===== config.mk =====
export PLATFORM = sky130hd
export DESIGN_NAME = crd_reg_bank
export DESIGN_NICKNAME = d
export VERILOG_FILES = /design/src/design/crd_pkg.sv /design/src/design/crd_reg_bank.sv /design/src/design/crd_bell_decode.sv
export VERILOG_INCLUDE_DIRS = /design/src /design/src/design
export SDC_FILE = /design/constraint.sdc
export NUM_CORES = 1
export LEC_CHECK = 0
export BUFFER_PORTS_ARGS = -buffer_cell sky130_fd_sc_hd__buf_2
export CORE_MARGIN = 4
export CORE_UTILIZATION = 25
export CTS_CLUSTER_DIAMETER = 80
export DETAILED_ROUTE_END_ITERATION = 6
export PLACE_DENSITY = 0.56
export SETUP_SLACK_MARGIN = 0.02
export SYNTH_ARGS = -nofsm -noshare
export SYNTH_HDL_FRONTEND = slang
export SYNTH_SLANG_ARGS = --single-unit
export TNS_END_PERCENT = 10

===== constraint.sdc =====
create_clock -name i_ref_clk -period 1.45 [get_ports i_ref_clk]
set_input_delay 0.0725 -clock i_ref_clk [delete_from_list [all_inputs] [get_ports i_ref_clk]]
set_output_delay 0.0725 -clock i_ref_clk [all_outputs]
set_load 0.1 [all_outputs]

===== src/design/crd_params.svh =====
`ifndef CRD_PARAMS_SVH
`define CRD_PARAMS_SVH

// Address window: the controller space takes 64 KB of the memory window.
`define CRD_WIN_BITS 16

// Register byte offsets inside the controller space.
`define CRD_OFS_CAP 16'h0000
`define CRD_OFS_VS 16'h0008
`define CRD_OFS_IRQ_MASK_SET 16'h000C
`define CRD_OFS_IRQ_MASK_CLEAR 16'h0010
`define CRD_OFS_CC 16'h0014
`define CRD_OFS_RSVD 16'h0018
`define CRD_OFS_CONTROLLER_STATE 16'h001C
`define CRD_OFS_SSR 16'h0020
`define CRD_OFS_AQA 16'h0024
`define CRD_OFS_ASQ 16'h0028
`define CRD_OFS_ACQ 16'h0030
`define CRD_OFS_BELL 16'h1000
`define CRD_OFS_HI 16'h0004

// Field positions inside the feature info register.
`define CRD_CAP_STRD_LSB 32
`define CRD_CAP_SSRS_BIT 36

// Reset values of the writable registers.
`define CRD_RST_32 32'h0000_0000
`define CRD_RST_64 64'h0000_0000_0000_0000

// Doorbell value width and the byte shift of one stride unit (4 bytes).
`define CRD_BELL_W 16
`define CRD_UNIT_SH 5'h02

`endif


===== src/design/crd_pkg.sv =====
package crd_pkg;

   typedef enum logic {
      CRD_SZ_32 = 1'b0,
      CRD_SZ_64 = 1'b1
   } crd_size_e;

   typedef struct packed {
      logic [31:0] mask;
      logic [31:0] cc;
      logic [31:0] ssr;
      logic [31:0] admin_queue_sizes;
      logic [63:0] admin_submit_base;
      logic [63:0] admin_complete_base;
      logic [63:0] rdata;
      logic rvalid;
      logic bell_v;
      logic [15:0] bell_q;
      logic [15:0] bell_val;
      logic ssr_v;
   } crd_state_s;

endpackage


===== src/design/crd_reg_bank.sv =====
// Contract
// Register space lives in the two-BAR window.
// Host maps window ordered, variable width.
// Host should map window uncacheable.
// Host never issues locked accesses.
// Host uses native or aligned 32-bit accesses.
// Accesses spanning two registers are unsupported.
// Undefined space and reserved bits read zero.
// Software must not rely on zero reads.
// Optional subsystem reset register at 20h.
// Admin submit base, 64 bits at 28h.
// Admin complete base, 64 bits at 30h.
// Admin tail doorbell fixed at 1000h.
// Tail doorbell y at 1000h + 2y units.
// Head doorbell y at 1000h + (2y+1) units.
// Admin head doorbell one unit above 1000h.
// Read-only stride field sets doorbell spacing.
// Writes to read-only or undefined space ignored.
// Doorbells past implemented queues are undefined.
`timescale 1ns/1ps
`default_nettype none
`include "crd_params.svh"

module crd_reg_bank import crd_pkg::*; #(
   parameter logic [3:0] STRIDE = 4'h0,
   parameter int NUM_IOQ = 1,
   parameter bit SSR_EN = 1'b1,
   parameter logic [63:0] CAP_BASE = 64'h0000_0000_0000_0000,
   parameter logic [31:0] VERSION = 32'h0001_0000
) (
   input wire logic i_ref_clk,
   input wire logic i_resetn,
   input wire logic [31:0] i_mem_base_low,
   input wire logic [31:0] i_mem_base_high,
   input wire logic i_mem_rd,
   input wire logic i_mem_wr,
   input wire logic i_mem_size,
   input wire logic i_mem_lock,
   input wire logic [63:0] i_mem_addr,
   input wire logic [63:0] i_mem_wdata,
   input wire logic [31:0] i_ctrl_state,
   output logic [63:0] o_mem_rdata,
   output logic o_mem_rvalid,
   output logic [31:0] o_irq_mask,
   output logic [31:0] o_cc,
   output logic [31:0] o_aqa,
   output logic [63:0] o_asq,
   output logic [63:0] o_acq,
   output logic o_bell_valid,
   output logic [15:0] o_bell_index,
   output logic [15:0] o_bell_value,
   output logic o_ssr_valid,
   output logic [31:0] o_ssr_value
);

   crd_state_s st_ff;
   crd_state_s nxt_st;
   logic [63:0] cap_val;
   logic [63:0] win_base;
   logic [15:0] off;
   logic hit;
   logic legal;
   logic bell_hit;
   logic [15:0] bell_idx;
   logic rd_go;
   logic wr_go;

   // The stride is a fixed capability; software reads it but cannot move it.
   always_comb begin
      cap_val = CAP_BASE;
      cap_val[`CRD_CAP_STRD_LSB +: 4] = STRIDE;
      cap_val[`CRD_CAP_SSRS_BIT] = SSR_EN;
   end

   // BAR0 low bits carry memory type flags, so they never join the compare.
   assign win_base = {i_mem_base_high, i_mem_base_low};
   assign hit = i_mem_addr[63:`CRD_WIN_BITS] == win_base[63:`CRD_WIN_BITS];
   assign off = i_mem_addr[15:0];

   function automatic logic is_wide(input logic [15:0] o);
      is_wide = (o == `CRD_OFS_CAP) || (o == `CRD_OFS_ASQ) || (o == `CRD_OFS_ACQ);
   endfunction

   function automatic logic [31:0] rd_word(input logic [15:0] o);
      case (o)
         `CRD_OFS_CAP: rd_word = cap_val[31:0];
         `CRD_OFS_CAP + `CRD_OFS_HI: rd_word = cap_val[63:32];
         `CRD_OFS_VS: rd_word = VERSION;
         `CRD_OFS_IRQ_MASK_SET: rd_word = st_ff.mask;
         `CRD_OFS_IRQ_MASK_CLEAR: rd_word = st_ff.mask;
         `CRD_OFS_CC: rd_word = st_ff.cc;
         `CRD_OFS_CONTROLLER_STATE: rd_word = i_ctrl_state;
         `CRD_OFS_SSR: rd_word = SSR_EN ? st_ff.ssr : `CRD_RST_32;
         `CRD_OFS_AQA: rd_word = st_ff.admin_queue_sizes;
         `CRD_OFS_ASQ: rd_word = st_ff.admin_submit_base[31:0];
         `CRD_OFS_ASQ + `CRD_OFS_HI: rd_word = st_ff.admin_submit_base[63:32];
         `CRD_OFS_ACQ: rd_word = st_ff.admin_complete_base[31:0];
         `CRD_OFS_ACQ + `CRD_OFS_HI: rd_word = st_ff.admin_complete_base[63:32];
         // Doorbells are write-only and the reserved gaps hold nothing.
         default: rd_word = `CRD_RST_32;
      endcase
   endfunction

   crd_bell_decode #(
      .NQ(NUM_IOQ + 1)
   ) u_bell (
      .i_ref_clk(i_ref_clk),
      .i_resetn(i_resetn),
      .i_off(off),
      .i_stride(STRIDE),
      .o_hit(bell_hit),
      .o_index(bell_idx)
   );

   // Only native width or an aligned dword is honoured; a qword that would
   // straddle two registers is dropped rather than half applied.
   always_comb begin
      if (i_mem_size == CRD_SZ_64) begin
         legal = (off[2:0] == 3'h0) && is_wide(off);
      end else begin
         legal = off[1:0] == 2'h0;
      end
   end

   assign rd_go = i_mem_rd && hit;
   // A locked cycle carries no defined meaning here, so its write is dropped.
   assign wr_go = i_mem_wr && hit && legal && !i_mem_lock;

   always_comb begin
      nxt_st = st_ff;
      nxt_st.rvalid = rd_go;
      nxt_st.bell_v = 1'b0;
      nxt_st.ssr_v = 1'b0;
      if (rd_go) begin
         if (!legal) begin
            nxt_st.rdata = `CRD_RST_64;
         end else if (i_mem_size == CRD_SZ_64) begin
            nxt_st.rdata = {rd_word(off + `CRD_OFS_HI), rd_word(off)};
         end else begin
            nxt_st.rdata = {32'h0000_0000, rd_word(off)};
         end
      end
      if (wr_go && i_mem_size == CRD_SZ_64) begin
         case (off)
            `CRD_OFS_ASQ: nxt_st.admin_submit_base = i_mem_wdata;
            `CRD_OFS_ACQ: nxt_st.admin_complete_base = i_mem_wdata;
            default: nxt_st.admin_submit_base = st_ff.admin_submit_base;
         endcase
      end else if (wr_go) begin
         case (off)
            `CRD_OFS_IRQ_MASK_SET: nxt_st.mask = st_ff.mask | i_mem_wdata[31:0];
            `CRD_OFS_IRQ_MASK_CLEAR: nxt_st.mask = st_ff.mask & ~i_mem_wdata[31:0];
            `CRD_OFS_CC: nxt_st.cc = i_mem_wdata[31:0];
            `CRD_OFS_SSR: begin
               if (SSR_EN) begin
                  nxt_st.ssr = i_mem_wdata[31:0];
                  nxt_st.ssr_v = 1'b1;
               end
            end
            `CRD_OFS_AQA: nxt_st.admin_queue_sizes = i_mem_wdata[31:0];
            `CRD_OFS_ASQ: nxt_st.admin_submit_base[31:0] = i_mem_wdata[31:0];
            `CRD_OFS_ASQ + `CRD_OFS_HI: nxt_st.admin_submit_base[63:32] = i_mem_wdata[31:0];
            `CRD_OFS_ACQ: nxt_st.admin_complete_base[31:0] = i_mem_wdata[31:0];
            `CRD_OFS_ACQ + `CRD_OFS_HI: nxt_st.admin_complete_base[63:32] = i_mem_wdata[31:0];
            default: begin
               // Anything else that is not a live doorbell slot is silently ignored.
               if (bell_hit) begin
                  nxt_st.bell_v = 1'b1;
                  nxt_st.bell_q = bell_idx;
                  nxt_st.bell_val = i_mem_wdata[`CRD_BELL_W-1:0];
               end
            end
         endcase
      end
   end

   always_ff @(posedge i_ref_clk or negedge i_resetn) begin
      if (!i_resetn) begin
         st_ff <= '0;
      end else begin
         st_ff <= nxt_st;
      end
   end

   assign o_mem_rdata = st_ff.rdata;
   assign o_mem_rvalid = st_ff.rvalid;
   assign o_irq_mask = st_ff.mask;
   assign o_cc = st_ff.cc;
   assign o_aqa = st_ff.admin_queue_sizes;
   assign o_asq = st_ff.admin_submit_base;
   assign o_acq = st_ff.admin_complete_base;
   assign o_bell_valid = st_ff.bell_v;
   assign o_bell_index = st_ff.bell_q;
   assign o_bell_value = st_ff.bell_val;
   assign o_ssr_valid = st_ff.ssr_v;
   assign o_ssr_value = st_ff.ssr;
endmodule
`default_nettype wire


===== src/design/crd_bell_decode.sv =====
`timescale 1ns/1ps
`default_nettype none
`include "crd_params.svh"

module crd_bell_decode import crd_pkg::*; #(
   parameter int NQ = 2
) (
   input wire logic i_ref_clk,
   input wire logic i_resetn,
   input wire logic [15:0] i_off,
   input wire logic [3:0] i_stride,
   output logic o_hit,
   output logic [15:0] o_index
);

   logic [15:0] rel;
   logic [4:0] sh;
   logic [16:0] limit;
   logic aligned;

   // The stride unit is 4 << stride bytes; even slots are tails, odd are heads.
   always_comb begin
      rel = i_off - `CRD_OFS_BELL;
      sh = {1'b0, i_stride} + `CRD_UNIT_SH;
      o_index = rel >> sh;
      aligned = (rel & ((16'h0001 << sh) - 16'h0001)) == 16'h0000;
      limit = 17'(2 * NQ);
      // Slots past the implemented queues fall back to undefined space.
      o_hit = (i_off >= `CRD_OFS_BELL) && aligned && ({1'b0, o_index} < limit);
   end
endmodule
`default_nettype wire


# Yosys cells after proc, flatten, opt, wreduce, memory -nomap -nowiden
# Cells that the tools add are included.
# op_classes
reduce_logical,31
n_eq_ne,27
bitwise,5
order_cmp,2
mux,19
add_sub_neg,2
# ops
operator,n
32-bit case mux with 11 select lines,2
128-bit 2-to-1 mux,2
64-bit 2-to-1 mux,4
"16-bit by 6-bit equality test with 1-bit output, second input constant",12
32-bit 2-to-1 mux,4
"16-bit by 5-bit equality test with 1-bit output, second input constant",6
34-bit 2-to-1 mux,2
33-bit 2-to-1 mux,2
"16-bit by 4-bit equality test with 1-bit output, second input constant",4
32-bit case mux with 2 select lines,1
48-bit equality test,1
32-bit bitwise AND,1
"16-bit by 3-bit equality test with 1-bit output, second input constant",2
16-bit logical NOT,2
32-bit inverter,1
32-bit bitwise OR,1
3-bit AND reduction,6
"16-bit by 3-bit adder with 16-bit output, second input constant",1
"16-bit by 13-bit greater-or-equal comparator with 1-bit output, second input constant",1
"16-bit by 13-bit subtractor with 16-bit output, second input constant",1
"14-bit by 3-bit < comparator with 1-bit output, second input constant",1
9-bit OR reduction,1
1-bit logical AND,8
2-bit nonzero test,4
10 further kinds,16
# totals
in_bits,230
wordCells,100
reg_bits,353

# Longest topological paths before layout
# Gate-level depths: netlist of the first run.
# depth
word_depth,10
depth_mapped,12
ltp_nobuf,8

# Hierarchy
# From an unflattened synthesis of the first run, not the netlist that was laid out.
# unflattened
cells_unflattened,1752
area_unflattened_um2,19318.5
# by_module_without_submodules
module,area_per_inst_um2,n_inst,cells_per_inst
crd_reg_bank,18038.6,1,1565
crd_bell_decode,1280.0,1,187

# Least setup slack after synthesis of the first run
# Ideal clock, no wire load.
# synth_timing
path_type,input to register
start,input i_mem_addr[12]
end,"register st_ff, in the netlist o_acq[59]"
setup_ps,126
path_stages,12
required_ps,1324
n_path_buf,4
setup_slack_ps,-1270
arrival_ps,2594
cell_sequence,inv_1 ha_1 or3b_1 buf_2 or2_1 clkbuf_1 nor3_1 mux2i_1 nor2b_1 clkbuf_1 buf_2 mux2_2
# synth_between
elab_chain_len,10
elab_cells_between_ends,16
cone_classes,4 x eq/ne; 2 x mux; 10 x reduce/logical
# synth_rtl
item,line_no,text
"start, declared",crd_reg_bank.sv:39,"input wire logic [63:0] i_mem_addr,"
16-bit by 6-bit equality test with 1-bit output or 16-bit logical NOT (tied branches),n/a,
1-bit logical OR (2 in a row),crd_reg_bank.sv:81,is_wide = (o == `CRD_OFS_CAP) || (o == `CRD_OFS_ASQ) || (o == `CRD_OFS_ACQ);
1-bit logical AND,crd_reg_bank.sv:119,legal = (off[2:0] == 3'h0) && is_wide(off);
1-bit 2-to-1 mux,crd_reg_bank.sv:118,if (i_mem_size == CRD_SZ_64) begin
1-bit logical AND (2 in a row),crd_reg_bank.sv:127,assign wr_go = i_mem_wr && hit && legal && !i_mem_lock;
1-bit logical AND,crd_reg_bank.sv:143,if (wr_go && i_mem_size == CRD_SZ_64) begin
2-bit != test (no line) or 2-bit nonzero test (tied branches),n/a,
3-bit AND reduction (no line),n/a,
"end signal, assigned",crd_reg_bank.sv:181,st_ff <= nxt_st;
"end, declared",crd_reg_bank.sv:56,crd_state_s st_ff;
# Several ways; a longest one is shown, not always the timed one.
# A chain may end at the register's enable or synchronous reset.

# Final worst setup path of the first run
# layout_timing
start,input i_mem_addr[13]
end,"register st_ff, in the netlist o_asq[50]"
# layout_between
elab_chain_len,10
elab_cells_between_ends,16
cone_classes,4 x eq/ne; 2 x mux; 10 x reduce/logical
# layout_rtl
item,line_no
16-bit by 6-bit equality test with 1-bit output or 16-bit logical NOT (tied branches),n/a
1-bit logical OR (2 in a row),crd_reg_bank.sv:81
1-bit logical AND,crd_reg_bank.sv:119
1-bit 2-to-1 mux,crd_reg_bank.sv:118
1-bit logical AND (2 in a row),crd_reg_bank.sv:127
1-bit logical AND,crd_reg_bank.sv:143
2-bit != test (no line) or 2-bit nonzero test (tied branches),n/a
3-bit AND reduction (no line),n/a
# Several ways; a longest one is shown, not always the timed one.

==> out/results.ini, run 1 <==
[outcome]
outcome=complete, but fails checks
violations=design-rule violations, negative setup slack

[yosys]
synth_top_cell_by_area=dfrtp_1
mappedNetlistArea_um2=17900
synthAdderAreaFrac_pct=0.350
synth_seq_cells=353
yosysTopAreaCellShare_pct=49.4
ys_top_cells_by_area=dfrtp_1 (49%), mux2_2 (15%), a222oi_1 (5.7%)
synth_common_cells=dfrtp_1 (353), mux2_2 (241), a222oi_1 (102)
synthMostInstantiatedCell=dfrtp_1
synth_compound_gate_area_share_pct=15.9
avgSynthCellArea_um2=12.0
synth-simple-area-share_pct=8.11
synth_mux_area_share_pct=20.0
synth_top_family_by_area=multiplexers
ys_seq_area_share_pct=49.4
synth_xor_area_share_pct=2.45
synth_cell_types=56
async_flop_share_pct=100
synth_ff_type=dfrtp_1
synth_warnings=0
synth_edf_count=0
synth_cells=1491

[critical_path]
reg2regPathDepth=6
worstSetupEndpointType=flip-flop
arrival_ps=2580
path_max_fanout=6
reg2reg_slack_ps=-200
critPathLaunchType=input pin
worstSetupPathType=input pin to flip-flop
cp.required_ps=1930

[timing]
skew_ps=20.6
holdWs_ps=3.91
worstMarginPinSlew_ps=740
slew_headroom_pct=50.6
worst_slack_ps=-652
drv_slew=0
min_period_over_period_pct=145
grt_setup_unrepaired=true
finalCriticalPeriod_ps=2100
hold_violations=0
fmax_ghz=0.476
setup_violations=391

[power_and_ir_drop]
leakagePower_nw=14.4
power.switching_mw=5.79
p_int_mw=17.7
power_density_nw_per_um2=798
power_mw=23.5
worst_ir_drop_vdd_mv=0.917
switching_share_pct=24.6
power_frac_comb_pct=7.5
seq_power_share_pct=41.9
p_clk_share_pct=50.6

[floorplanning]
die_w_um=275
initial_core_util_pct=25.4
coreArea_um2=70400
die_y_um=275
die_area_um2=75800
num_rows=97
ios=585

[cells_and_area]
final_nets=2597
drive_gt1_share_pct=52.7
area_growth_pct=64.8

[global_routing]
grt_usage_pct=24.7
grt_pass1_vias=18939
grt_first_pass_wirelength_um=137000
grt_max_degree=51
antenna_found_initial=6
grt_overflow=0

[job]
maxCapViolations=0

[clock_network]
cts_buffer_depth=3
numClockSinks=353
cts_tree=built
insertion_delay_ps=590
cts_buffers=46
clk_pin_slew_ps=60
cts_root_buffer=clkbuf_16
htreeDepth=2

[route]
dr.pass1.iters=7
drt_iter0_drc=2479
vias=18676
drc=23
wire_per_inst_um=29.8
wl_um=99600
vias_per_cell=5.59
ant_nets=0

[placement]
place.gp.congestion=0.896
hpwl_um=66400
port_buffers=566

[min_path]
hold_class=input pin to async pin

## flip-flops by register name, summed over array words and instances, names as in the netlist, named ones only
name          flops
o_mem_rdata      64
o_bell_valid      1
o_cc             32
o_acq            64
o_aqa            32
o_bell_value     16
o_ssr_valid       1
o_mem_rvalid      1
o_bell_index     14
o_asq            64
o_ssr_value      32
## power by group through the flow
stage                     combinational [mW]  sequential (mW)  clock [mW]
after floorplan                        0.334             10.0           0
after global placement                  1.38             10.0           0
after detailed placement                1.40             10.0           0
after CTS                               1.70             9.85        12.1
after global routing                    1.89             9.85        12.4
final                                   1.76             9.85        11.9
## layout make-up
cell class                      instances  area, um2
Clock inverter                         20        262
Fill cell                            6548      40900
Tap cell                              940       1180
Clock buffer                           63       1300
Timing Repair Buffer                  944       8550
Antenna cell                            2       5.00
Sequential cell                       353       8840
Multi-Input combinational cell        978       9150
Inverter                               39        179
## path summary, 6_finish.rpt
| path | end | start |
|---|---|---|
| hold reg to reg | o_mem_rdata[29] | o_mem_rdata[29] |
| setup / recovery | o_asq[50] | i_mem_addr[13] |
| hold / removal | o_bell_value[7] | i_resetn |
| max in group asynchronous | o_mem_rdata[49] | i_resetn |
| min in group i_ref_clk | o_mem_rdata[36] | i_ctrl_state[4] |
| setup reg to reg | o_mem_rdata[48] | o_ssr_value[16] |
## cells by family after synthesis
group | after synthesis
AO/OA/AOI/OAI | 335
XOR/XNOR | 50
other | 1
adder cells (fa/ha/maj) | 5
buffers and inverters | 161
multiplexers | 318
AND/OR/NAND/NOR | 268
flip-flops | 353
## worst max-delay path, stage by stage
cell,delay [ps]
buf_12,120
inv_16,50
ha_4,100
or3b_4,390
nor4_4,220
o311a_1,210
or4b_4,520
buf_12,180
buf_16,140
mux2_4,300
mux2_4,270
## metrics by stage
stage                     util, %  cell area [um2]  TNS (ps)  setup slack (ps)  cells
after global routing         41.8            29500   -184200              -718   3339
final                        41.8            29500   -161650              -652   3339
after detailed placement     34.4            24200   -399680             -1370   3110
after floorplan                 -            18100   -285200             -1150   1492
after CTS                    40.1            28200   -167970              -631   3332
after global placement       34.4            24200   -397180             -1320   3110
## timing repair
item / in CTS / in global routing
gates resized for setup: 268 / 503
cloned: 10 / 4
setup buffers: 21 / 3
setup endpoints to repair: 700 / 634
pin swaps: 18 / 14
endpoints found under the hold margin: 701 / 0
hold buffers: 110 / 0
## placed cells by master, fill, tap and decap left out, types with 15 or more instances in the layout
master,n
dlygate4sd3_1,110
buf_6,158
nand2_1,72
buf_8,15
mux2i_1,33
inv_1,37
buf_2,292
a222oi_1,102
xor2_1,49
dfrtp_1,348
buf_12,77
a211oi_1,23
o2bb2ai_2,18
a22oi_1,61
nand3_1,40
mux2_4,42
a22o_1,30
a21oi_1,26
o2bb2ai_1,47
and3_1,40
clkbuf_16,51
nor4_1,24
mux2_2,219
buf_4,269
## layer usage
layer | track usage, % | vias up | wire, um
met3 | 8.17 | 346 | 11800
met4 | 10.6 | 4 | 4970
met5 | 0 | - | 27
li1 | - | 7585 | -
met1 | 30.7 | 9314 | 37700
met2 | 39.3 | 1427 | 45100
Power figures use the tool's default switching activity.
==> inputs of run 2 (changes only) <==
--- a/config.mk
+++ b/config.mk
@@ -11,7 +11,8 @@
 export CORE_UTILIZATION = 25
 export CTS_CLUSTER_DIAMETER = 80
 export DETAILED_ROUTE_END_ITERATION = 6
-export PLACE_DENSITY = 0.56
+export GPL_ROUTABILITY_DRIVEN = 0
+export PLACE_DENSITY = 0.58
 export SETUP_SLACK_MARGIN = 0.02
 export SYNTH_ARGS = -nofsm -noshare
 export SYNTH_HDL_FRONTEND = slang
==> constraint.sdc (replaced) <==
create_clock -name i_ref_clk -period 1.7 [get_ports i_ref_clk]
set_input_delay 0.085 -clock i_ref_clk [delete_from_list [all_inputs] [get_ports i_ref_clk]]
set_output_delay 0.085 -clock i_ref_clk [all_outputs]
set_load 0.1 [all_outputs]
==> run 2 against run 1 <==
The run still ends with design-rule violations, negative setup slack left; non-clock buffer count shrank 19; critical endpoint is now o_asq[49]; highest routed layer unchanged; total power shrank 17%; cell count shrank 0.78%.
==> out/results.ini, run 2 (synthesis results as in run 1) <==
[global_routing]
grt_max_degree=76  ; was 51
grt_overflow=0  ; unchanged
antenna_found_initial=5  ; was 6
grt_pass1_vias=19257  ; was 18939
grt_usage_pct=24.7  ; about the same
grt_first_pass_wirelength_um=137000  ; about the same

[power_and_ir_drop]
worst_ir_drop_vdd_mv=0.596  ; was 0.917 mV
power_density_nw_per_um2=705  ; was 798 nW/um2
leakagePower_nw=14.1  ; was 14.4 nW

[placement]
place_area_um2=24000  ; was 24200 um2
hpwl_um=66300  ; was 66400 um
port_buffers=566  ; unchanged
pre_cts_slack_ps=-1100  ; was -1370 ps

[cells_and_area]
seqCellArea_um2=8830  ; was 8840 um2
final_cell_mix=buf_2 (558), dfrtp_1 (353), mux2_2 (221)  ; was dfrtp_1 (348), buf_2 (292), buf_4 (269)
area_growth_pct=55.6  ; was 64.8%
multi_input_area_um2=9090  ; was 9150 um2
fin_util_pct=39.5  ; was 41.8%
final_nets=2576  ; was 2597
drive_gt1_share_pct=51.9  ; was 52.7%
stdcell_area_um2=27800  ; was 29500 um2
final_common_cell=buf_2  ; was dfrtp_1
fillers=6736  ; was 6548

[timing]
hold_violations=0  ; unchanged
fmax_ghz=0.465
grt_setup_unrepaired=true  ; unchanged
setup_violations=343  ; was 391
drv_slew=0  ; unchanged
fin_tns_setup_ps=-56580  ; was -161650 ps
finalCriticalPeriod_ps=2150
worst_slack_ps=-448  ; was -652 ps
min_period_over_period_pct=126
holdWs_ps=75.6  ; was 3.91 ps
skew_ps=11.7  ; was 20.6 ps
slew_headroom_pct=51.6  ; was 50.6%
worstMarginPinSlew_ps=725  ; was 740 ps

[critical_path]
slowest_stage=or4_4  ; was or4b_4
arrival_ps=2600  ; was 2580 ps
worstSetupEndpointType=flip-flop  ; unchanged
reg2reg_slack_ps=0  ; was -200 ps
cp.required_ps=2150  ; was 1930 ps
critPathBufInv=2  ; was 4
critical-path-top-delay-family=simple AND/OR/NAND/NOR gates  ; unchanged
slowest_delay_ps=570  ; was 520 ps
critPathLaunchType=input pin  ; unchanged
worstSetupPathType=input pin to flip-flop  ; unchanged
path_max_fanout=17  ; was 6
crit_path_cell_trace=buf_6 -> or4_4 -> nor4_4 -> o311a_1 -> or4b_4 -> buf_12 -> mux2_2 -> mux2_4  ; was buf_12 -> inv_16 -> ha_4 -> or3b_4 -> nor4_4 -> o311a_1 -> or4b_4 -> buf_12 -> buf_16 -> mux2_4 -> mux2_4

[floorplanning]
initial_core_util_pct=25.4  ; unchanged
num_rows=97  ; unchanged
ios=585  ; unchanged
die_y_um=275  ; unchanged
die_w_um=275  ; unchanged
die_area_um2=75800  ; unchanged
coreArea_um2=70400  ; unchanged

[route]
drc=15  ; was 23
vias=18436  ; was 18676
wire_per_inst_um=29.6  ; was 29.8 um
vias_per_cell=5.56  ; was 5.59
drt_iter0_drc=2249  ; was 2479
ant_nets=0  ; unchanged
wl_um=97900  ; was 99600 um
dr.pass1.iters=7  ; unchanged

[clock_network]
htreeDepth=2  ; unchanged
cts_buffer_depth=3  ; unchanged
cts_root_buffer=clkbuf_16  ; unchanged
clk_pin_slew_ps=60  ; about the same
numClockSinks=353  ; unchanged
insertion_delay_ps=570  ; was 590 ps
cts_tree=built  ; unchanged
cts_buffers=44  ; was 46

[job]
maxCapViolations=0  ; unchanged

[outcome]
violations=design-rule violations, negative setup slack  ; unchanged
outcome=complete, but fails checks  ; unchanged

[min_path]
hold_class=input pin to async pin  ; unchanged

==> run 2: changes by cell type in the layout (fill, tap and decap cells not counted), sizes merged <==
cell and change:
buf -15, clkbuf -14, bufbuf +8, inv -5, clkinvlp +1, diode -1
==> run 2: path summary, 6_finish.rpt <==
check	from	end	cells after the start
setup / recovery	i_mem_addr[9]	o_asq[49]	8
hold / removal	i_resetn	o_mem_rdata[28]	3
setup reg to reg	o_ssr_value[16]	o_mem_rdata[48]	6
hold reg to reg	o_mem_rdata[28]	o_mem_rdata[28]	1
max in group asynchronous	i_resetn	o_cc[8]	4
min in group i_ref_clk	i_mem_addr[3]	o_bell_index[1]	4
==> run 2: area by class of cell <==
| type | instances | area share (%) |
|---|---|---|
| clock inverter | 16 | 0.742 |
| tap | 940 | 4.23 |
| clock buffer | 61 | 4.52 |
| multi-input combinational | 978 | 32.7 |
| timing repair buffer | 925 | 25.4 |
| inverter | 39 | 0.643 |
| antenna | 1 | 0.00900 |
| sequential | 353 | 31.8 |
==> run 2: what timing repair did <==
item / in CTS / in global routing
setup endpoints to repair: 354 / 355
pin swaps: 23 / 16
endpoints found under the hold margin: 698 / 0
buffers inserted: 20 / 0
resized for setup: 87 / 39
gates cloned: 14 / 0
hold buffers: 110 / 0
==> run 2: worst min-delay path: cells and delay by family <==
kind | cells | cell delay (ps)
buffers and inverters | 3 | 940
==> run 2: where the power goes <==
group          switching, mW  internal (mW)  total (mW)
sequential                 0           8.40        8.40
clock                   3.93           5.78        9.71
combinational          0.809          0.690        1.50
==> run 2: metal layers <==
metal  wire, um  vias to the layer above  GRT usage [%]
met3      10900                      306           7.24
met4       4350                        2           10.2
met1      37300                     9246           30.6
li1           -                     7558              -
met2      45300                     1324           40.3
met5         13                        -              0
==> run 2: per-stage QoR <==
stage | std cells | total power, mW
detailed placement | 3091 | 9.75
global route | 3313 | 20.2
floorplan | 1492 | 8.84
global placement | 3091 | 9.73
finish | 3313 | 19.6
CTS | 3312 | 19.7
